**src/standby_reset_defines.vh**
```
// Constants for the stop mode and reset sequencer
`ifndef STANDBY_RESET_DEFINES_VH
`define STANDBY_RESET_DEFINES_VH

// Register byte addresses
`define REG_CTRL 4'h0
`define REG_STAT 4'h4
`define REG_CAUSE 4'h8
`define REG_INTR 4'hc

// Control register fields
`define CTRL_XTAL_BIT 0
`define CTRL_LSOSC_STOP_BIT 1
`define CTRL_LSOSC_STOPPABLE_BIT 2
`define CTRL_TIMER2_LSCLK_BIT 3
`define CTRL_WDT_LSCLK_BIT 4
`define CTRL_RESET_AS_PORT_BIT 5
`define CTRL_STAB_SEL_LSB 8
`define CTRL_STAB_SEL_MSB 10
`define CTRL_RESET 32'h0000_0004

// Interrupt request register fields
`define INTR_MASK_LSB 0
`define INTR_MASK_MSB 7
`define INTR_REQ_LSB 8
`define INTR_REQ_MSB 15
`define INTR_GIE_BIT 16
`define INTR_MASK_RESET 8'hff

// Sequencer states
`define ST_RESET 3'h0
`define ST_OPTION 3'h1
`define ST_STAB 3'h2
`define ST_RUN 3'h3
`define ST_STOP 3'h4
`define ST_WAKE 3'h5
`define ST_WAKE_LS 3'h6

// Timing: 8 low-speed clocks and 96 high-speed clocks
`define OPT_LS_CYCLES 8'h08
`define OPT_HS_CYCLES 8'h60
`define HS_PER_SYS 8'h01
`define EXT_RESET_MIN_NS 1000
`define CYCLE_NS 5

// AXI responses
`define RESP_OKAY 2'h0
`define RESP_SLVERR 2'h2

`endif

```
**src/stop_mode_and_reset_control.v**
```verilog
// Stop mode control, reset source gathering and reset release sequencing
// Operation
// - Stop entered only by stop instruction
// - Pending unmasked interrupt aborts stop, eight-clock wait
// - Stop halts main clock and processor
// - Stop halts timers, converter, serial unit
// - Second timer runs on running low-speed clock
// - Watchdog runs on running low-speed clock
// - Unmasked interrupt wakes; enable picks service/next
// - Reset in stop: reset after stabilization
// - Option read holds eight plus ninety-six clocks
// - Four reset sources: pin, watchdog, supply
// - All resets alike; fetch vector at zero
// - Pins float in reset, indicator drives low
// - Pin high releases; option then stabilization
// - Watchdog reset releases itself
// - Supply resets release when voltage recovers
// - Reset stops both oscillators
// - Input-port reset pin still resets early
// - Option setting selects stabilization time
//
// Our own choices: the register offsets and register access over AXI4-Lite.
`timescale 1ns/1ps
`default_nettype none
`include "standby_reset_defines.vh"

module stop_mode_and_reset_control #(
  parameter LS_DIV = 1024,
  parameter STAB_UNIT = 16
) (
  input wire clk_sys,
  input wire resetn,
  input wire [3:0] s_axi_awaddr,
  input wire s_axi_awvalid,
  output reg s_axi_awready,
  input wire [31:0] s_axi_wdata,
  input wire [3:0] s_axi_wstrb,
  input wire s_axi_wvalid,
  output reg s_axi_wready,
  output reg [1:0] s_axi_bresp,
  output reg s_axi_bvalid,
  input wire s_axi_bready,
  input wire [3:0] s_axi_araddr,
  input wire s_axi_arvalid,
  output reg s_axi_arready,
  output reg [31:0] s_axi_rdata,
  output reg [1:0] s_axi_rresp,
  output reg s_axi_rvalid,
  input wire s_axi_rready,
  input wire stop_instr,
  input wire reset_pin_n,
  input wire watchdog_overflow,
  input wire power_on_clear,
  input wire low_voltage_detector,
  input wire [7:0] irq_pulse,
  output reg cpu_run,
  output reg cpu_reset,
  output reg [15:0] fetch_vector,
  output reg irq_service,
  output reg main_osc_en,
  output reg low_speed_osc_en,
  output reg periph_stop,
  output reg second_8bit_timer_en,
  output reg watchdog_clk_en,
  output reg pins_hiz,
  output reg reset_indicator_pin_o,
  output reg reset_indicator_pin_oe
);

  reg [31:0] ctrl_q;
  reg [7:0] interrupt_mask_flag_q;
  reg [7:0] irq_req_q;
  reg global_interrupt_enable_q;
  reg [3:0] cause_q;
  reg [2:0] state_q;
  reg [2:0] state_d;
  reg [15:0] cnt_q;
  reg [15:0] cnt_d;
  reg [15:0] ls_div_q;
  reg [3:0] req_meta_q;
  reg [3:0] req_sync_q;
  reg opt_done_q;
  reg aw_hold_q;
  reg w_hold_q;
  reg [3:0] aw_addr_q;
  reg [31:0] w_data_q;
  reg [3:0] w_strb_q;

  wire ls_tick = (ls_div_q == LS_DIV - 1);
  wire xtal = ctrl_q[`CTRL_XTAL_BIT];
  wire ls_stopped = ctrl_q[`CTRL_LSOSC_STOPPABLE_BIT] & ctrl_q[`CTRL_LSOSC_STOP_BIT];
  wire [2:0] stabilization_time_select = ctrl_q[`CTRL_STAB_SEL_MSB:`CTRL_STAB_SEL_LSB];
  wire reset_req = |req_sync_q;
  wire pend = |(irq_req_q & ~interrupt_mask_flag_q);
  wire wr_go = aw_hold_q & w_hold_q & ~s_axi_bvalid;
  wire [15:0] stab_cycles = (16'h0001 << stabilization_time_select) * STAB_UNIT[15:0];
  wire [15:0] opt_cycles = `OPT_LS_CYCLES * LS_DIV[15:0] + `OPT_HS_CYCLES * `HS_PER_SYS;

  // Byte-lane merge used for the control register
  function [31:0] merge;
    input [31:0] old;
    input [31:0] neu;
    input [3:0] strb;
    integer i;
    begin
      merge = old;
      for (i = 0; i < 4; i = i + 1) begin
        if (strb[i]) merge[i*8 +: 8] = neu[i*8 +: 8];
      end
    end
  endfunction

  // States in which the processor is held and pins float
  function held_in_reset;
    input [2:0] st;
    begin
      held_in_reset = (st == `ST_RESET) || (st == `ST_OPTION) || (st == `ST_STAB);
    end
  endfunction

  // A timer on the slow clock survives stop unless that clock is off
  function lsclk_gate;
    input sel_ls;
    input [2:0] st;
    input ls_off;
    begin
      lsclk_gate = sel_ls ? ((st != `ST_RESET) && !ls_off) : (st == `ST_RUN);
    end
  endfunction

  // Reset sources; reset-as-port pin still resets before option read ends
  wire pin_rst = ~reset_pin_n &
    (~ctrl_q[`CTRL_RESET_AS_PORT_BIT] | ~opt_done_q);
  wire [3:0] raw_req = {low_voltage_detector, power_on_clear, watchdog_overflow, pin_rst};

  always @(posedge clk_sys or negedge resetn) begin
    if (!resetn) begin
      req_meta_q <= 4'h0;
      req_sync_q <= 4'h0;
    end else begin
      req_meta_q <= raw_req;
      req_sync_q <= req_meta_q;
    end
  end

  // Low-speed tick divider, held at zero while a reset request holds the oscillator off
  always @(posedge clk_sys or negedge resetn) begin
    if (!resetn) begin
      ls_div_q <= 16'h0000;
    end else if (reset_req || ls_tick) begin
      ls_div_q <= 16'h0000;
    end else begin
      ls_div_q <= ls_div_q + 16'h0001;
    end
  end

  // Sequencer
  always @* begin
    state_d = state_q;
    cnt_d = cnt_q;
    case (state_q)
      `ST_RESET: begin
        cnt_d = 16'h0000;
        if (!reset_req) state_d = `ST_OPTION;
      end
      `ST_OPTION: begin
        cnt_d = cnt_q + 16'h0001;
        if (cnt_q >= opt_cycles - 16'h0001) begin
          cnt_d = 16'h0000;
          state_d = xtal ? `ST_STAB : `ST_RUN;
        end
      end
      `ST_STAB: begin
        cnt_d = cnt_q + 16'h0001;
        if (cnt_q >= stab_cycles - 16'h0001) begin
          cnt_d = 16'h0000;
          state_d = `ST_RUN;
        end
      end
      `ST_RUN: begin
        cnt_d = 16'h0000;
        // Pending request aborts entry; a crystal still needs its wait
        if (stop_instr && pend) state_d = xtal ? `ST_WAKE : `ST_WAKE_LS;
        else if (stop_instr) state_d = `ST_STOP;
      end
      `ST_STOP: begin
        // Held while every request is masked
        cnt_d = 16'h0000;
        if (pend) state_d = xtal ? `ST_WAKE : `ST_WAKE_LS;
      end
      `ST_WAKE: begin
        cnt_d = cnt_q + 16'h0001;
        if (cnt_q >= stab_cycles - 16'h0001) begin
          cnt_d = 16'h0000;
          state_d = `ST_WAKE_LS;
        end
      end
      `ST_WAKE_LS: begin
        if (ls_tick) cnt_d = cnt_q + 16'h0001;
        if (ls_tick && cnt_q >= `OPT_LS_CYCLES - 16'h0001) begin
          cnt_d = 16'h0000;
          state_d = `ST_RUN;
        end
      end
      default: begin
        cnt_d = 16'h0000;
        state_d = `ST_RESET;
      end
    endcase
    // Any source forces the same reset path, also out of stop
    if (reset_req) begin
      state_d = `ST_RESET;
      cnt_d = 16'h0000;
    end
  end

  always @(posedge clk_sys or negedge resetn) begin
    if (!resetn) begin
      state_q <= `ST_RESET;
      cnt_q <= 16'h0000;
      opt_done_q <= 1'b0;
      cause_q <= 4'h0;
      cpu_run <= 1'b0;
      cpu_reset <= 1'b1;
      fetch_vector <= 16'h0000;
      irq_service <= 1'b0;
      main_osc_en <= 1'b0;
      low_speed_osc_en <= 1'b0;
      periph_stop <= 1'b1;
      second_8bit_timer_en <= 1'b0;
      watchdog_clk_en <= 1'b0;
      pins_hiz <= 1'b1;
      reset_indicator_pin_o <= 1'b0;
      reset_indicator_pin_oe <= 1'b1;
    end else begin
      state_q <= state_d;
      cnt_q <= cnt_d;
      if (state_d == `ST_RESET) opt_done_q <= 1'b0;
      else if (state_q == `ST_OPTION && state_d != `ST_OPTION) opt_done_q <= 1'b1;
      // Sticky causes of all resets since the last clear; new cause overrides software clear
      if (reset_req) cause_q <= cause_q | req_sync_q;
      else if (wr_go && aw_addr_q == `REG_CAUSE) cause_q <= cause_q & ~w_data_q[3:0];
      cpu_run <= (state_d == `ST_RUN);
      cpu_reset <= held_in_reset(state_d);
      fetch_vector <= 16'h0000;
      irq_service <= (state_q == `ST_WAKE_LS) && (state_d == `ST_RUN) &&
        global_interrupt_enable_q;
      main_osc_en <= (state_d != `ST_RESET) && (state_d != `ST_STOP);
      low_speed_osc_en <= (state_d != `ST_RESET) && !ls_stopped;
      periph_stop <= (state_d != `ST_RUN);
      second_8bit_timer_en <= lsclk_gate(ctrl_q[`CTRL_TIMER2_LSCLK_BIT], state_d,
        ls_stopped);
      watchdog_clk_en <= lsclk_gate(ctrl_q[`CTRL_WDT_LSCLK_BIT], state_d,
        ls_stopped);
      pins_hiz <= held_in_reset(state_d);
      reset_indicator_pin_oe <= held_in_reset(state_d);
      reset_indicator_pin_o <= 1'b0;
    end
  end

  // Interrupt requests, masks and enable
  always @(posedge clk_sys or negedge resetn) begin
    if (!resetn) begin
      irq_req_q <= 8'h00;
      interrupt_mask_flag_q <= `INTR_MASK_RESET;
      global_interrupt_enable_q <= 1'b0;
    end else begin
      if (wr_go && aw_addr_q == `REG_INTR) begin
        if (w_strb_q[0]) interrupt_mask_flag_q <= w_data_q[`INTR_MASK_MSB:`INTR_MASK_LSB];
        if (w_strb_q[2]) global_interrupt_enable_q <= w_data_q[`INTR_GIE_BIT];
      end
      // Request set wins over a same-cycle software clear
      if (wr_go && aw_addr_q == `REG_INTR && w_strb_q[1])
        irq_req_q <= (irq_req_q & ~w_data_q[`INTR_REQ_MSB:`INTR_REQ_LSB]) | irq_pulse;
      else
        irq_req_q <= irq_req_q | irq_pulse;
    end
  end

  // AXI4-Lite slave; write channels accepted in either order
  always @(posedge clk_sys or negedge resetn) begin
    if (!resetn) begin
      s_axi_awready <= 1'b1;
      s_axi_wready <= 1'b1;
      s_axi_bvalid <= 1'b0;
      s_axi_bresp <= `RESP_OKAY;
      s_axi_arready <= 1'b1;
      s_axi_rvalid <= 1'b0;
      s_axi_rresp <= `RESP_OKAY;
      s_axi_rdata <= 32'h0000_0000;
      aw_hold_q <= 1'b0;
      w_hold_q <= 1'b0;
      aw_addr_q <= 4'h0;
      w_data_q <= 32'h0000_0000;
      w_strb_q <= 4'h0;
      ctrl_q <= `CTRL_RESET;
    end else begin
      if (s_axi_awvalid && s_axi_awready) begin
        aw_hold_q <= 1'b1;
        aw_addr_q <= s_axi_awaddr;
        s_axi_awready <= 1'b0;
      end
      if (s_axi_wvalid && s_axi_wready) begin
        w_hold_q <= 1'b1;
        w_data_q <= s_axi_wdata;
        w_strb_q <= s_axi_wstrb;
        s_axi_wready <= 1'b0;
      end
      if (wr_go) begin
        aw_hold_q <= 1'b0;
        w_hold_q <= 1'b0;
        s_axi_bvalid <= 1'b1;
        s_axi_bresp <= (aw_addr_q == `REG_CTRL || aw_addr_q == `REG_CAUSE ||
          aw_addr_q == `REG_INTR) ? `RESP_OKAY : `RESP_SLVERR;
        if (aw_addr_q == `REG_CTRL) ctrl_q <= merge(ctrl_q, w_data_q, w_strb_q);
      end
      if (s_axi_bvalid && s_axi_bready) begin
        s_axi_bvalid <= 1'b0;
        s_axi_awready <= 1'b1;
        s_axi_wready <= 1'b1;
      end
      if (s_axi_arvalid && s_axi_arready) begin
        s_axi_arready <= 1'b0;
        s_axi_rvalid <= 1'b1;
        s_axi_rresp <= `RESP_OKAY;
        case (s_axi_araddr)
          `REG_CTRL: s_axi_rdata <= ctrl_q;
          `REG_STAT: s_axi_rdata <= {25'h0, opt_done_q, cpu_run, 2'h0, state_q};
          `REG_CAUSE: s_axi_rdata <= {28'h0, cause_q};
          `REG_INTR: s_axi_rdata <= {15'h0, global_interrupt_enable_q, irq_req_q,
            interrupt_mask_flag_q};
          default: begin
            s_axi_rdata <= 32'h0000_0000;
            s_axi_rresp <= `RESP_SLVERR;
          end
        endcase
      end
      if (s_axi_rvalid && s_axi_rready) begin
        s_axi_rvalid <= 1'b0;
        s_axi_arready <= 1'b1;
      end
    end
  end

endmodule
`default_nettype wire

```
**config.mk**
```make
export PLATFORM = sky130hd
export DESIGN_NAME = stop_mode_and_reset_control
export DESIGN_NICKNAME = d
export VERILOG_FILES = /design/src/stop_mode_and_reset_control.v
export VERILOG_INCLUDE_DIRS = /design/src
export SDC_FILE = /design/constraint.sdc
export NUM_CORES = 1
export LEC_CHECK = 0
export ABC_AREA = 1
export BUFFER_PORTS_ARGS = -buffer_cell sky130_fd_sc_hd__buf_2
export CORE_ASPECT_RATIO = 1.4
export CORE_MARGIN = 5
export CORE_UTILIZATION = 31
export CTS_CLUSTER_DIAMETER = 50
export DETAILED_ROUTE_END_ITERATION = 10
export GPL_ROUTABILITY_DRIVEN = 0
export MAX_ROUTING_LAYER = met4
export SLEW_MARGIN = 20
export SYNTH_ARGS = -nofsm -noshare
export SYNTH_HDL_FRONTEND = slang
export SYNTH_SLANG_ARGS = --single-unit
```
**constraint.sdc**
```tcl
create_clock -name clk_sys -period 3.1 [get_ports clk_sys]
set_clock_uncertainty 0.2 [all_clocks]
set_input_delay 0.62 -clock clk_sys [delete_from_list [all_inputs] [get_ports clk_sys]]
set_output_delay 0.62 -clock clk_sys [all_outputs]
set_load 0.05 [all_outputs]
```
=== After elaboration in Yosys (flattened, before gate mapping) ===
Cells that the tools add are included.

* $add $sub $neg: 3
* Order comparisons: 3
* Equal/unequal tests: 19
* Shifts and indexed selects: 1
* Mux-type cells: 42
* Bitwise operators: 18
* Reductions and logical operators: 44

{| class="wikitable"
|+ Operators by type and width
! kind !! number
|-
| case mux 32 bit (4 select lines) || 1
|-
| 2-to-1 mux 16 bit || 6
|-
| case mux 16 bit (3 select lines) || 1
|-
| adder 16 x 1 -> 16 bit, second input constant || 2
|-
| 2-to-1 mux 3 bit || 8
|-
| case mux 3 bit (7 select lines) || 1
|-
| 2-to-1 mux 1 bit || 19
|-
| bitwise AND 8 bit || 2
|-
| equality test 16 x 10 -> 1 bit, second input constant || 1
|-
| equality test 4 bit, second input constant || 4
|-
| >= comparator 16 x 14 -> 1 bit, second input constant || 1
|-
| >= comparator 16 bit || 1
|-
| >= comparator 16 x 3 -> 1 bit, second input constant || 1
|-
| NOT 8 bit || 2
|-
| bitwise OR 8 bit || 2
|-
| nonzero test 2 bit || 8
|-
| subtractor 16 x 1 -> 16 bit, second input constant || 1
|-
| logical AND 1 bit || 15
|-
| equality test 3 x 2 -> 1 bit, second input constant || 4
|-
| AND reduction 3 bit || 4
|-
| left shift 1 x 3 -> 12 bit, first input constant || 1
|-
| equality test 3 bit, second input constant || 3
|-
| logical NOT 4 bit || 2
|-
| 2-to-1 mux 4 bit || 2
|-
| other kinds (22) || 38
|}

* Flip-flop bits (word level): 188
* Bits of input ports: 64
* Output and inout bits: 68
* Word-level logic and storage cells: 165

=== Depth between registers and ports, before layout ===
Gate-level depths: netlist of the first run.

* Depth after elaboration: 11
* Gate-level depth with buffers: 16
* Mapped depth without buffers: 15

=== Least setup slack after synthesis of the first run ===
No wires, ideal clock.

* Kind: reg2reg
* Start point: reg ctrl_q[9]
* End point: reg opt_done_q
* Setup time: 0.116 ns
* Data arrival time: 1.740 ns
* Required time: 2.784 ns
* Path slack: 1.044 ns
* Cell stages (with the launch flop): 14
* Buffers on the path: 1
* Period minus slack after synthesis: 2.056 ns
* Cell sequence: dfrtp_1 -> clkbuf_1 -> nand2_1 -> ha_1 -> a21oi_1 -> nor2_1 -> nor3_1 -> nand2_1 -> nand2_1 -> nand3_2 -> nand2_1 -> nand2_1 -> nand2_1 -> nand2_1

* Cells in the longest elaborated chain, start to end: 9
* Elaborated cells between the ends (all ways): 12
* Classes of those cells: add/sub: 1; order compare: 1; eq/ne: 1; shift: 1; mux: 5; reduce/logical: 3

{| class="wikitable"
|+ Ends and longest elaborated chain
! what !! RTL line !! RTL
|-
| start, declared || stop_mode_and_reset_control.v:70 || <nowiki>reg [31:0] ctrl_q;</nowiki>
|-
| start signal, assigned || stop_mode_and_reset_control.v:296 || <nowiki>ctrl_q <= `CTRL_RESET;</nowiki>
|-
| start signal, assigned || stop_mode_and_reset_control.v:315 || <nowiki>if (aw_addr_q == `REG_CTRL) ctrl_q <= merge(ctrl_q, w_data_q, w_strb_q);</nowiki>
|-
| left shift 1 x 3 -> 12 bit (*) || stop_mode_and_reset_control.v:96 || <nowiki>wire [15:0] stab_cycles = (16'h0001 << stabilization_time_select) * STAB_UNIT[15:0];</nowiki>
|-
| subtractor 16 x 1 -> 16 bit (*) || stop_mode_and_reset_control.v:175, stop_mode_and_reset_control.v:193 ||
|-
| >= comparator 16 bit (*) || stop_mode_and_reset_control.v:175, stop_mode_and_reset_control.v:193 ||
|-
| 2-to-1 mux 3 bit, on equally long branches || stop_mode_and_reset_control.v:193, stop_mode_and_reset_control.v:175 ||
|-
| case mux 3 bit (7 select lines) (*) || stop_mode_and_reset_control.v:161 || <nowiki>case (state_q)</nowiki>
|-
| 2-to-1 mux 3 bit (*) || stop_mode_and_reset_control.v:211 || <nowiki>if (reset_req) begin</nowiki>
|-
| != test 3 x 1 -> 1 bit (no source line) || -- ||
|-
| logical AND 1 bit (no source line) || -- ||
|-
| nonzero test 2 bit (no source line) || -- ||
|-
| end signal, assigned || stop_mode_and_reset_control.v:221 || <nowiki>opt_done_q <= 1'b0;</nowiki>
|-
| end signal, assigned || stop_mode_and_reset_control.v:238 || <nowiki>if (state_d == `ST_RESET) opt_done_q <= 1'b0;</nowiki>
|-
| end signal, assigned || stop_mode_and_reset_control.v:239 || <nowiki>else if (state_q == `ST_OPTION && state_d != `ST_OPTION) opt_done_q <= 1'b1;</nowiki>
|-
| end, declared || stop_mode_and_reset_control.v:82 || <nowiki>reg opt_done_q;</nowiki>
|}

Every way passes the cells marked *; elsewhere a longest branch is shown, timed or not.
A chain may end at the register's enable or synchronous reset.

=== Final worst setup path of the first run ===
* Start point: reg ctrl_q[9]
* End point: reg cnt_q[1]

* Cells in the longest elaborated chain, start to end: 6

{| class="wikitable"
|+ Ends and longest elaborated chain
! what !! RTL line !! RTL
|-
| left shift 1 x 3 -> 12 bit || stop_mode_and_reset_control.v:96 ||
|-
| subtractor 16 x 1 -> 16 bit || stop_mode_and_reset_control.v:175, stop_mode_and_reset_control.v:193 ||
|-
| >= comparator 16 bit || stop_mode_and_reset_control.v:175, stop_mode_and_reset_control.v:193 ||
|-
| 2-to-1 mux 16 bit || stop_mode_and_reset_control.v:175, stop_mode_and_reset_control.v:193 ||
|-
| case mux 16 bit (3 select lines) || stop_mode_and_reset_control.v:161 ||
|-
| 2-to-1 mux 16 bit || stop_mode_and_reset_control.v:211 ||
|-
| end signal, assigned || stop_mode_and_reset_control.v:237 || <nowiki>cnt_q <= cnt_d;</nowiki>
|-
| end, declared || stop_mode_and_reset_control.v:77 || <nowiki>reg [15:0] cnt_q;</nowiki>
|}

No other way between the ends.

==> qor.csv, run 1 <==
stage;metric;value;unit
synth;post-synth top area share;51.9;%
setup_path;data required time at the worst endpoint;3250;ps
synth;cell count after synthesis;975;
global_route;total grt overflow;0;
cells_and_area;Area Overhead vs Synth;17.6;%
power_and_ir_drop;cell leakage power;5.01;nW
setup_path;destination of the critical timing path;cnt_q[1];
clocking;# hold bufs at CTS;0;
setup_path;Worst R2R Setup Slack;770;ps
clocking;buffer depth of the longest clock path;2;
placed_design;Area after DPL;9160;um^2
floorplanning;vertical die dimension;204;um
power_and_ir_drop;Pwr per Cell Area;723;nW/um^2
cells_and_area;Final Net Count;1159;
floorplanning;Die Footprint;30200;um^2
placed_design;port bufs;112;
floorplanning;Core Box Area;26300;um^2
global_route;antenna violations before repair;1;
sta;Highest Clock Rate;429;MHz
detailed_routing;initial detailed-routing violation count;318;
setup_path;number of cells on the worst reg-to-reg path;9;
setup_path;CP startpoint;ctrl_q[9];
detailed_routing;routed wire length;20900;um
detailed_routing;vias after detailed routing;6543;
synth;netlist area before placement;8290;um^2
detailed_routing;average wire length per cell after detail routing;14.7;um
floorplanning;Die Span X;148;um
sta;total count of hold-check failures in the final report;3;
hold_path;type of the most critical hold path;in2async;
setup_path;arrival time of the worst setup path;2470;ps
cells_and_area;Register Area;4670;um^2
synth;cell type with the largest total area after synthesis;dfrtp_1;
sta;unrepaired setup endpoints after global routing;false;
clocking;clock tree from TritonCTS;done;
status;violated checks;hold timing;
sta;final critical-path share of the clock period;75.1;%
cells_and_area;area of the multi-input gates;2970;um^2
global_route;gr usage total;14.9;%
sta;summed negative setup slack over all endpoints;0;ps
cells_and_area;final standard cell area without fillers;9750;um^2
job;Max Cap Violations;0;
global_route;wire length of the first global-routing pass;34500;um
cells_and_area;commonest cells after routing, fill and taps aside;291 x nand2_1, 172 x dfrtp_1, 116 x inv_1;
setup_path;worst r2r dst;cnt_q[1];
synth;cell types with the largest area share after synthesis;dfrtp_1 52%, nand2_1 13%, o21ai_0 6.8%;
clocking;Post-CTS Setup Inserts;0;
cells_and_area;share of layout cells above drive strength 1;16.6;%
sta;worst-case hold slack;-11.9;ps
global_route;maximum number of pins on one net before global-route repair;72;
synth;part of the Yosys area used for sequential elements;56.3;%
clocking;number of clock sinks;186;
sta;Max Slew Vio Count;0;
floorplanning;initial core utilization;31.6;%
power_and_ir_drop;maximum resistive drop on vdd;0.438;mV
floorplanning;IO Count;132;
detailed_routing;first drt pass iteration count;4;
placed_design;DP Wirelength;15400;um
cells_and_area;number of filler cells placed in the layout;2741;
sta;pin slew with the least headroom to its limit;637;ps
power_and_ir_drop;total power consumption of the routed design;7.05;mW
global_route;via count of the first global-routing pass;6695;
status;result of the run;finished, violations left;
synth;synth unique cells;38;
clocking;number of clock buffers inserted by TritonCTS;17;
clocking;clock insertion delay at the later pin of the skew report;430;ps
clocking;Gates resized, CTS repair;0;
detailed_routing;Final ANT Viol Nets;0;
synth;synth warn;0;
setup_path;CP Launch Type;flip-flop;
clocking;Max H-tree Level;4;
cells_and_area;most common cell after layout, fill and taps aside;nand2_1;
setup_path;largest fanout on the critical path;11;
setup_path;Crit Reg-Reg Startpoint;ctrl_q[9];
sta;Final setup violation count;0;
clocking;clock slew seen by the registers of the worst setup and hold paths;70;ps
sta;Min Clock Period, post-route;2330;ps
floorplanning;number of standard-cell rows in the floorplan;70;
setup_path;Critical Setup Path Class;reg2reg;
sta;Max-Slew Margin vs Limit;57.4;%
detailed_routing;vias per cell;4.60;
setup_path;endpoint class of the critical path;flip-flop;
synth;Avg Inst Size Synth;8.50;um^2
clocking;clock root cell;clkbuf_16;
detailed_routing;Post-route DRC;0;
synth;flip-flop and latch count after synthesis;186;
## per-layer routing
layer / global-route usage (%) / up-vias / routed length, um
li1: - / 3281 / -
met1: 17.9 / 3088 / 9010
met2: 25.3 / 148 / 10600
met3: 2.96 / 26 / 874
met4: 4.42 / 0 / 381
met5: - / - / 0
## critical path, cell delays in order, from the launching register on
cell and delay, ps:
dfrtp_1 450, nand2_1 90, ha_1 290, a21oi_1 150, nor2_1 50, nor3_1 210, nand3_1 140, nand3_2 110
nand2_1 290, o21ai_0 280
## worst min-delay path by stage
stage,from,end,slack [ps],cells past startpoint
2_1_floorplan,resetn,aw_addr_q[0],120,0
3_3_place_gp,req_meta_q[0],req_sync_q[0],140,0
3_5_place_dp,req_meta_q[3],req_sync_q[3],140,0
4_1_cts,resetn,ls_div_q[2],10,1
5_1_grt,resetn,ls_div_q[2],40,1
6_report,resetn,ls_div_q[2],-10,1
## stage by stage
stage	util [%]	hold WS [ps]	setup slack (ps)	cells
2_1_floorplan	-	124	1040	993
3_3_place_gp	34.9	136	655	1390
3_5_place_dp	34.9	136	646	1390
4_1_cts	37.1	13.4	762	1422
5_1_grt	37.1	38.6	504	1423
6_report	37.1	-11.9	771	1423
## logic make-up (layout without fill, tap and decap cells)
group | count (synthesis) | after routing | synth area share [%]
AND/OR/NAND/NOR | 447 | 447 | 22.5
flip-flops | 186 | 186 | 56.3
buffers and inverters | 168 | 273 | 8.75
AO/OA/AOI/OAI | 156 | 156 | 10.1
adder cells (fa/ha/maj) | 10 | 10 | 1.51
XOR/XNOR | 6 | 6 | 0.634
other | 2 | 21 | 0.0906
## synth_stat cells
cell	number
a211oi_1	1
a21o_1	1
a21oi_1	18
a221oi_1	3
a31oi_1	6
buf_2	4
buf_4	22
buf_6	1
clkbuf_1	23
clkinv_1	1
conb_1	2
dfrtp_1	172
dfstp_2	14
ha_1	10
inv_1	116
inv_2	1
nand2_1	291
nand2_2	1
nand2_4	1
nand3_1	42
nand3_2	3
nand3b_1	2
nand4_1	11
nor2_1	73
nor2_2	3
nor3_1	13
nor3_2	1
nor3_4	1
nor3b_2	2
nor4_1	2
nor4_2	1
o2111ai_1	2
o211ai_1	1
o21a_1	1
o21ai_0	112
o21bai_1	8
o22ai_1	3
xor2_1	6
## sequential cells by signal, indices dropped and copies added, names as in the netlist, 3 cells and up
register and flops:
aw_addr_q 4, cause_q 4, cnt_q 16, ctrl_q 32, interrupt_mask_flag_q 8, irq_req_q 8
ls_div_q 16, req_meta_q 4, req_sync_q 4, s_axi_rdata 32, state_q 3, w_data_q 32
w_strb_q 4
## power breakdown
group	switching [mW]	internal, mW	total, mW
registers	0.314	3.03	3.34
clock network	0.976	1.22	2.20
logic	1.09	0.416	1.50
total	2.38	4.67	7.05
## final cells by class
class	count	area share [%]
Clock inverter	11	1.39
Antenna cell	1	0.0257
Multi-Input combinational cell	639	30.4
Tap cell	324	4.16
Inverter	118	4.54
Timing Repair Buffer	123	6.94
Clock buffer	21	4.62
Sequential cell	186	47.9
Note: power is estimated with default switching activity, not from simulation.
==> run 2, diff against run 1 <==
clock period = 2.22 ns   (was 3.1 ns; I/O delays follow)
==> qor.csv, run 2 (synthesis results as in run 1) <==
stage;metric;value;unit
sta;summed negative setup slack over all endpoints;0;ps
setup_path;largest fanout on the critical path;8;
power_and_ir_drop;Pwr per Cell Area;989;nW/um^2
clocking;buffer depth of the longest clock path;2;
setup_path;Worst R2R Setup Slack;140;ps
detailed_routing;first drt pass iteration count;5;
cells_and_area;Area Overhead vs Synth;22.7;%
power_and_ir_drop;maximum resistive drop on vdd;0.636;mV
detailed_routing;average wire length per cell after detail routing;14.6;um
global_route;total grt overflow;0;
setup_path;Crit Reg-Reg Startpoint;ctrl_q[9];
clocking;clock slew seen by the registers of the worst setup and hold paths;70;ps
setup_path;endpoint class of the critical path;flip-flop;
detailed_routing;Final ANT Viol Nets;0;
clocking;Max H-tree Level;4;
placed_design;Worst Setup Slack post-DPL;-82.7;ps
power_and_ir_drop;cell leakage power;5.22;nW
detailed_routing;initial detailed-routing violation count;305;
sta;post-route setup slack;139;ps
floorplanning;initial core utilization;31.6;%
hold_path;type of the most critical hold path;in2reg;
detailed_routing;routed wire length;21200;um
cells_and_area;registers with the most flip-flops;ctrl_q: 32 flops, s_axi_rdata: 32 flops, w_data_q: 32 flops;
sta;Final setup violation count;0;
global_route;wire length of the first global-routing pass;34900;um
floorplanning;number of standard-cell rows in the floorplan;70;
setup_path;Critical Setup Path Class;reg2reg;
global_route;antenna violations before repair;0;
hold_path;critical hold path startpoint;s_axi_bready;
clocking;number of clock sinks;186;
detailed_routing;Post-route DRC;0;
clocking;clock root cell;clkbuf_16;
setup_path;CP Launch Type;flip-flop;
cells_and_area;Final Net Count;1190;
setup_path;data required time at the worst endpoint;2340;ps
detailed_routing;Met1 Wirelength;9020;um
sta;unrepaired setup endpoints after global routing;true;
sta;Max Slew Vio Count;0;
global_route;via count of the first global-routing pass;6801;
sta;total count of hold-check failures in the final report;0;
detailed_routing;highest routed layer;met4;
detailed_routing;routed wire length on met2;10700;um
global_route;gr usage total;15.0;%
sta;pin slew with the least headroom to its limit;512;ps
sta;final critical-path share of the clock period;93.7;%
cells_and_area;Antenna Diode Count;0;
sta;Highest Clock Rate;481;MHz
sta;Max-Slew Margin vs Limit;65.6;%
floorplanning;IO Count;132;
setup_path;CP startpoint;ctrl_q[9];
placed_design;port bufs;112;
floorplanning;Core Box Area;26300;um^2
cells_and_area;most common cell after layout, fill and taps aside;nand2_1;
cells_and_area;share of layout cells above drive strength 1;19.1;%
detailed_routing;vias after detailed routing;6689;
clocking;clock tree from TritonCTS;done;
job;Max Cap Violations;0;
floorplanning;Die Footprint;30200;um^2
cells_and_area;commonest cells after routing, fill and taps aside;286 x nand2_1, 169 x dfrtp_1, 115 x inv_1;
placed_design;DP Wirelength;15700;um
status;result of the run;complete, no violations;
detailed_routing;Routed met3 length;731;um
detailed_routing;vias per cell;4.60;
global_route;maximum number of pins on one net before global-route repair;57;
clocking;clock insertion delay at the later pin of the skew report;430;ps
floorplanning;vertical die dimension;204;um
setup_path;arrival time of the worst setup path;2210;ps
floorplanning;Die Span X;148;um
sta;Min Clock Period, post-route;2080;ps
clocking;number of clock buffers inserted by TritonCTS;17;
[run 2: cell types whose count changed in the layout (fill, tap and decap cells not counted), sizes merged]
cell,change
bufinv,+2
clkbuf,-4
dlygate4sd3,+17
diode,-1
clkinvlp,-2
clkinv,+4
buf,+14
[run 2: path summary, 6_finish.rpt]
check | cells past startpoint | end
hold reg to reg | 0 | req_sync_q[0]
max in group asynchronous | 3 | s_axi_arready
setup / recovery | 14 | opt_done_q
setup reg to reg | 14 | opt_done_q
hold / removal | 2 | s_axi_bvalid
min in group asynchronous | 2 | state_q[0]
[run 2: layout make-up]
type | instances | area (um^2)
Clock buffer | 17 | 425
Clock inverter | 15 | 196
Fill cell | 2672 | 16100
Inverter | 118 | 443
Multi-Input combinational cell | 639 | 3040
Sequential cell | 186 | 4680
Tap cell | 324 | 405
Timing Repair Buffer | 154 | 990
[run 2: per-stage QoR]
stage	util [%]	hold WS (ps)	power, mW	std cells	area, um^2
2_1_floorplan	-	-51.6	6.16	993	8360
3_3_place_gp	35.4	135	6.81	1403	9300
3_5_place_dp	35.4	135	6.89	1403	9300
4_1_cts	38.4	0.330	10.2	1452	10100
5_1_grt	38.7	6.06	10.7	1453	10200
6_report	38.7	6.91	10.1	1453	10200
[run 2: repair_timing]
item,4_1_cts,5_1_grt
setup endpoints to repair,11,23
setup buffers,0,1
endpoints found under the hold margin,56,0
resized for setup,1,19
pin swaps,0,3
hold buffers,17,0
[run 2: routing by layer]
metal	GRT usage (%)	vias to the layer above
met5	-	-
met4	6.21	0
met3	2.80	43
met2	25.0	143
met1	17.9	3164
li1	-	3339
[run 2: power by group]
group	internal [mW]	leakage (nW)	total [mW]	switching [mW]
clock	1.89	0.308	3.22	1.33
sequential	4.24	2.37	4.67	0.435
combinational	0.640	2.54	2.17	1.53
total	6.76	5.22	10.1	3.29
[run 2: worst max-delay path: stages (launching register included)]
cell,delay [ps]
dfrtp_2,460
a21oi_1,180
ha_1,270
nand2_1,70
nor2_1,40
nand2_1,70
nand3_2,90
nand2_2,90
nand2_2,70
nand2_2,90
nand3_4,100
nand2_2,90
nand2_1,50
nand2_1,50
nand2_1,50
==> run 3, diff against run 2 <==
PLACE_DENSITY_LB_ADDON = 0.12   (was not set)
==> qor.csv, run 3 (synthesis results as in run 1) <==
stage;metric;value;unit
sta;total count of hold-check failures in the final report;0;
power_and_ir_drop;Pwr per Cell Area;958;nW/um^2
sta;Max Slew Vio Count;0;
detailed_routing;vias after detailed routing;6543;
placed_design;DP Wirelength;15900;um
floorplanning;Die Footprint;30200;um^2
global_route;wire length of the first global-routing pass;35900;um
power_and_ir_drop;Internal Dissipation;6.36;mW
detailed_routing;Final ANT Viol Nets;0;
cells_and_area;share of layout cells above drive strength 1;18.7;%
detailed_routing;Post-route DRC;0;
detailed_routing;vias per cell;4.48;
power_and_ir_drop;switching component of the power;3.36;mW
global_route;maximum number of pins on one net before global-route repair;60;
floorplanning;number of standard-cell rows in the floorplan;70;
setup_path;Critical Setup Path Class;reg2reg;
sta;Max-Slew Margin vs Limit;65.6;%
clocking;clock insertion delay at the later pin of the skew report;440;ps
cells_and_area;most common cell after layout, fill and taps aside;nand2_1;
floorplanning;initial core utilization;31.6;%
floorplanning;Die Span X;148;um
job;Max Cap Violations;0;
floorplanning;vertical die dimension;204;um
setup_path;largest fanout on the critical path;8;
clocking;clock tree from TritonCTS;done;
setup_path;data required time at the worst endpoint;2350;ps
detailed_routing;first drt pass iteration count;4;
sta;Final setup violation count;0;
cells_and_area;Antenna Diode Count;0;
sta;final critical-path share of the clock period;94.0;%
placed_design;port bufs;112;
detailed_routing;routed wire length;21500;um
detailed_routing;initial detailed-routing violation count;341;
setup_path;arrival time of the worst setup path;2220;ps
sta;Min Clock Period, post-route;2090;ps
power_and_ir_drop;switch share;34.6;%
sta;summed negative setup slack over all endpoints;0;ps
clocking;number of clock buffers inserted by TritonCTS;17;
sta;worst-case hold slack;16.8;ps
status;result of the run;complete, no violations;
clocking;clock slew seen by the registers of the worst setup and hold paths;80;ps
cells_and_area;Area Overhead vs Synth;22.4;%
global_route;antenna violations before repair;0;
sta;unrepaired setup endpoints after global routing;true;
clocking;Max H-tree Level;4;
power_and_ir_drop;cell leakage power;5.19;nW
sta;Highest Clock Rate;479;MHz
clocking;clock root cell;clkbuf_16;
cells_and_area;commonest cells after routing, fill and taps aside;290 x nand2_1, 168 x dfrtp_1, 116 x inv_1;
sta;pin slew with the least headroom to its limit;512;ps
floorplanning;Core Box Area;26300;um^2
detailed_routing;average wire length per cell after detail routing;14.7;um
setup_path;CP Launch Type;flip-flop;
global_route;total grt overflow;0;
setup_path;endpoint class of the critical path;flip-flop;
power_and_ir_drop;maximum resistive drop on vdd;0.580;mV
power_and_ir_drop;clock share of power;29.8;%
clocking;buffer depth of the longest clock path;2;
cells_and_area;Final Net Count;1198;
floorplanning;IO Count;132;
clocking;number of clock sinks;186;
hold_path;type of the most critical hold path;in2reg;
global_route;via count of the first global-routing pass;6738;
global_route;gr usage total;15.4;%
power_and_ir_drop;Sequential Power Share;47.9;%
cells_and_area;registers with the most flip-flops;ctrl_q: 32 flops, s_axi_rdata: 32 flops, w_data_q: 32 flops;
power_and_ir_drop;share of total power in combinational logic;22.3;%
==> run 3: cell count changes in the layout (fill, tap and decap cells not counted), moves of 3 or more <==
cell | previous run | this run
clkinvlp_4 | 1 | 4
clkinv_2 | 5 | 2
bufinv_16 | 4 | 0
nand2_2 | 5 | 2
dlygate4sd3_1 | 17 | 23
nand2_1 | 286 | 290
==> run 3: power groups by stage <==
stage,combinational (mW),clock (mW),sequential [mW]
floorplan,1.16,0,5.00
global placement,2.16,0,4.69
detailed placement,2.17,0,4.71
CTS,2.22,3.01,4.65
global route,2.51,3.18,4.76
finish,2.17,2.90,4.66
==> run 3: stage by stage <==
stage          instance area, um^2  power [mW]  util [%]  setup slack (ps)  instances
6_report                     10200        9.73      38.6               133       1461
5_1_grt                      10200        10.4      38.6             -17.0       1461
3_3_place_gp                  9320        6.85      35.5               104       1406
4_1_cts                      10100        9.88      38.5              46.7       1461
3_5_place_dp                  9320        6.89      35.5              58.4       1406
2_1_floorplan                 8360        6.16         -               164        993
==> run 3: critical path, stage by stage, from the launching register on <==
cell and delay, ps:
dfrtp_2 460, nor3_2 180, ha_1 240, nand2_1 70, nor2_2 40, nand2_1 50
nand3_1 80, nand2_1 110, nand2_2 70, nand2_1 80, nand3_2 120, nand2_1 120
nand2_1 60, nand2_1 50, nand2_1 50
==> run 3: final timing paths <==
check / from / to / slack [ps] / depth (start not counted)
setup / recovery: ctrl_q[10] / opt_done_q / 130 / 14
setup reg to reg: ctrl_q[10] / opt_done_q / 130 / 14
max in group asynchronous: resetn / interrupt_mask_flag_q[2] / 930 / 3
hold / removal: s_axi_wdata[9] / w_data_q[9] / 20 / 3
min in group asynchronous: resetn / ls_div_q[15] / 230 / 2
hold reg to reg: req_meta_q[1] / req_sync_q[1] / 150 / 0
==> run 3: repair_timing <==
action / 4_1_cts / 5_1_grt
buffers inserted: 0 / 0
gates resized for setup: 0 / 13
hold buffers: 23 / 0
endpoints found under the hold margin: 169 / 0
endpoints found under the setup margin: 0 / 23
==> run 3: layout make-up <==
| class | instances | area (um^2) |
|---|---|---|
| multi-input combinational | 639 | 3010 |
| tap | 324 | 405 |
| timing repair buffer | 162 | 1070 |
| sequential | 186 | 4680 |
| inverter | 118 | 443 |
| clock inverter | 14 | 113 |
| clock buffer | 18 | 439 |
| fill | 2740 | 16100 |
==> run 3: layer usage <==
| layer | routed length (um) | GRT usage, % | part of all wire (%) | vias up |
|---|---|---|---|---|
| met1 | 9510 | 19.3 | 44 | 3054 |
| met2 | 10800 | 25.1 | 50 | 114 |
| met4 | 333 | 4.62 | 1.5 | 0 |
| met3 | 858 | 3.47 | 4.0 | 21 |
| li1 | - | - | - | 3354 |
| met5 | 0 | - | 0 | - |
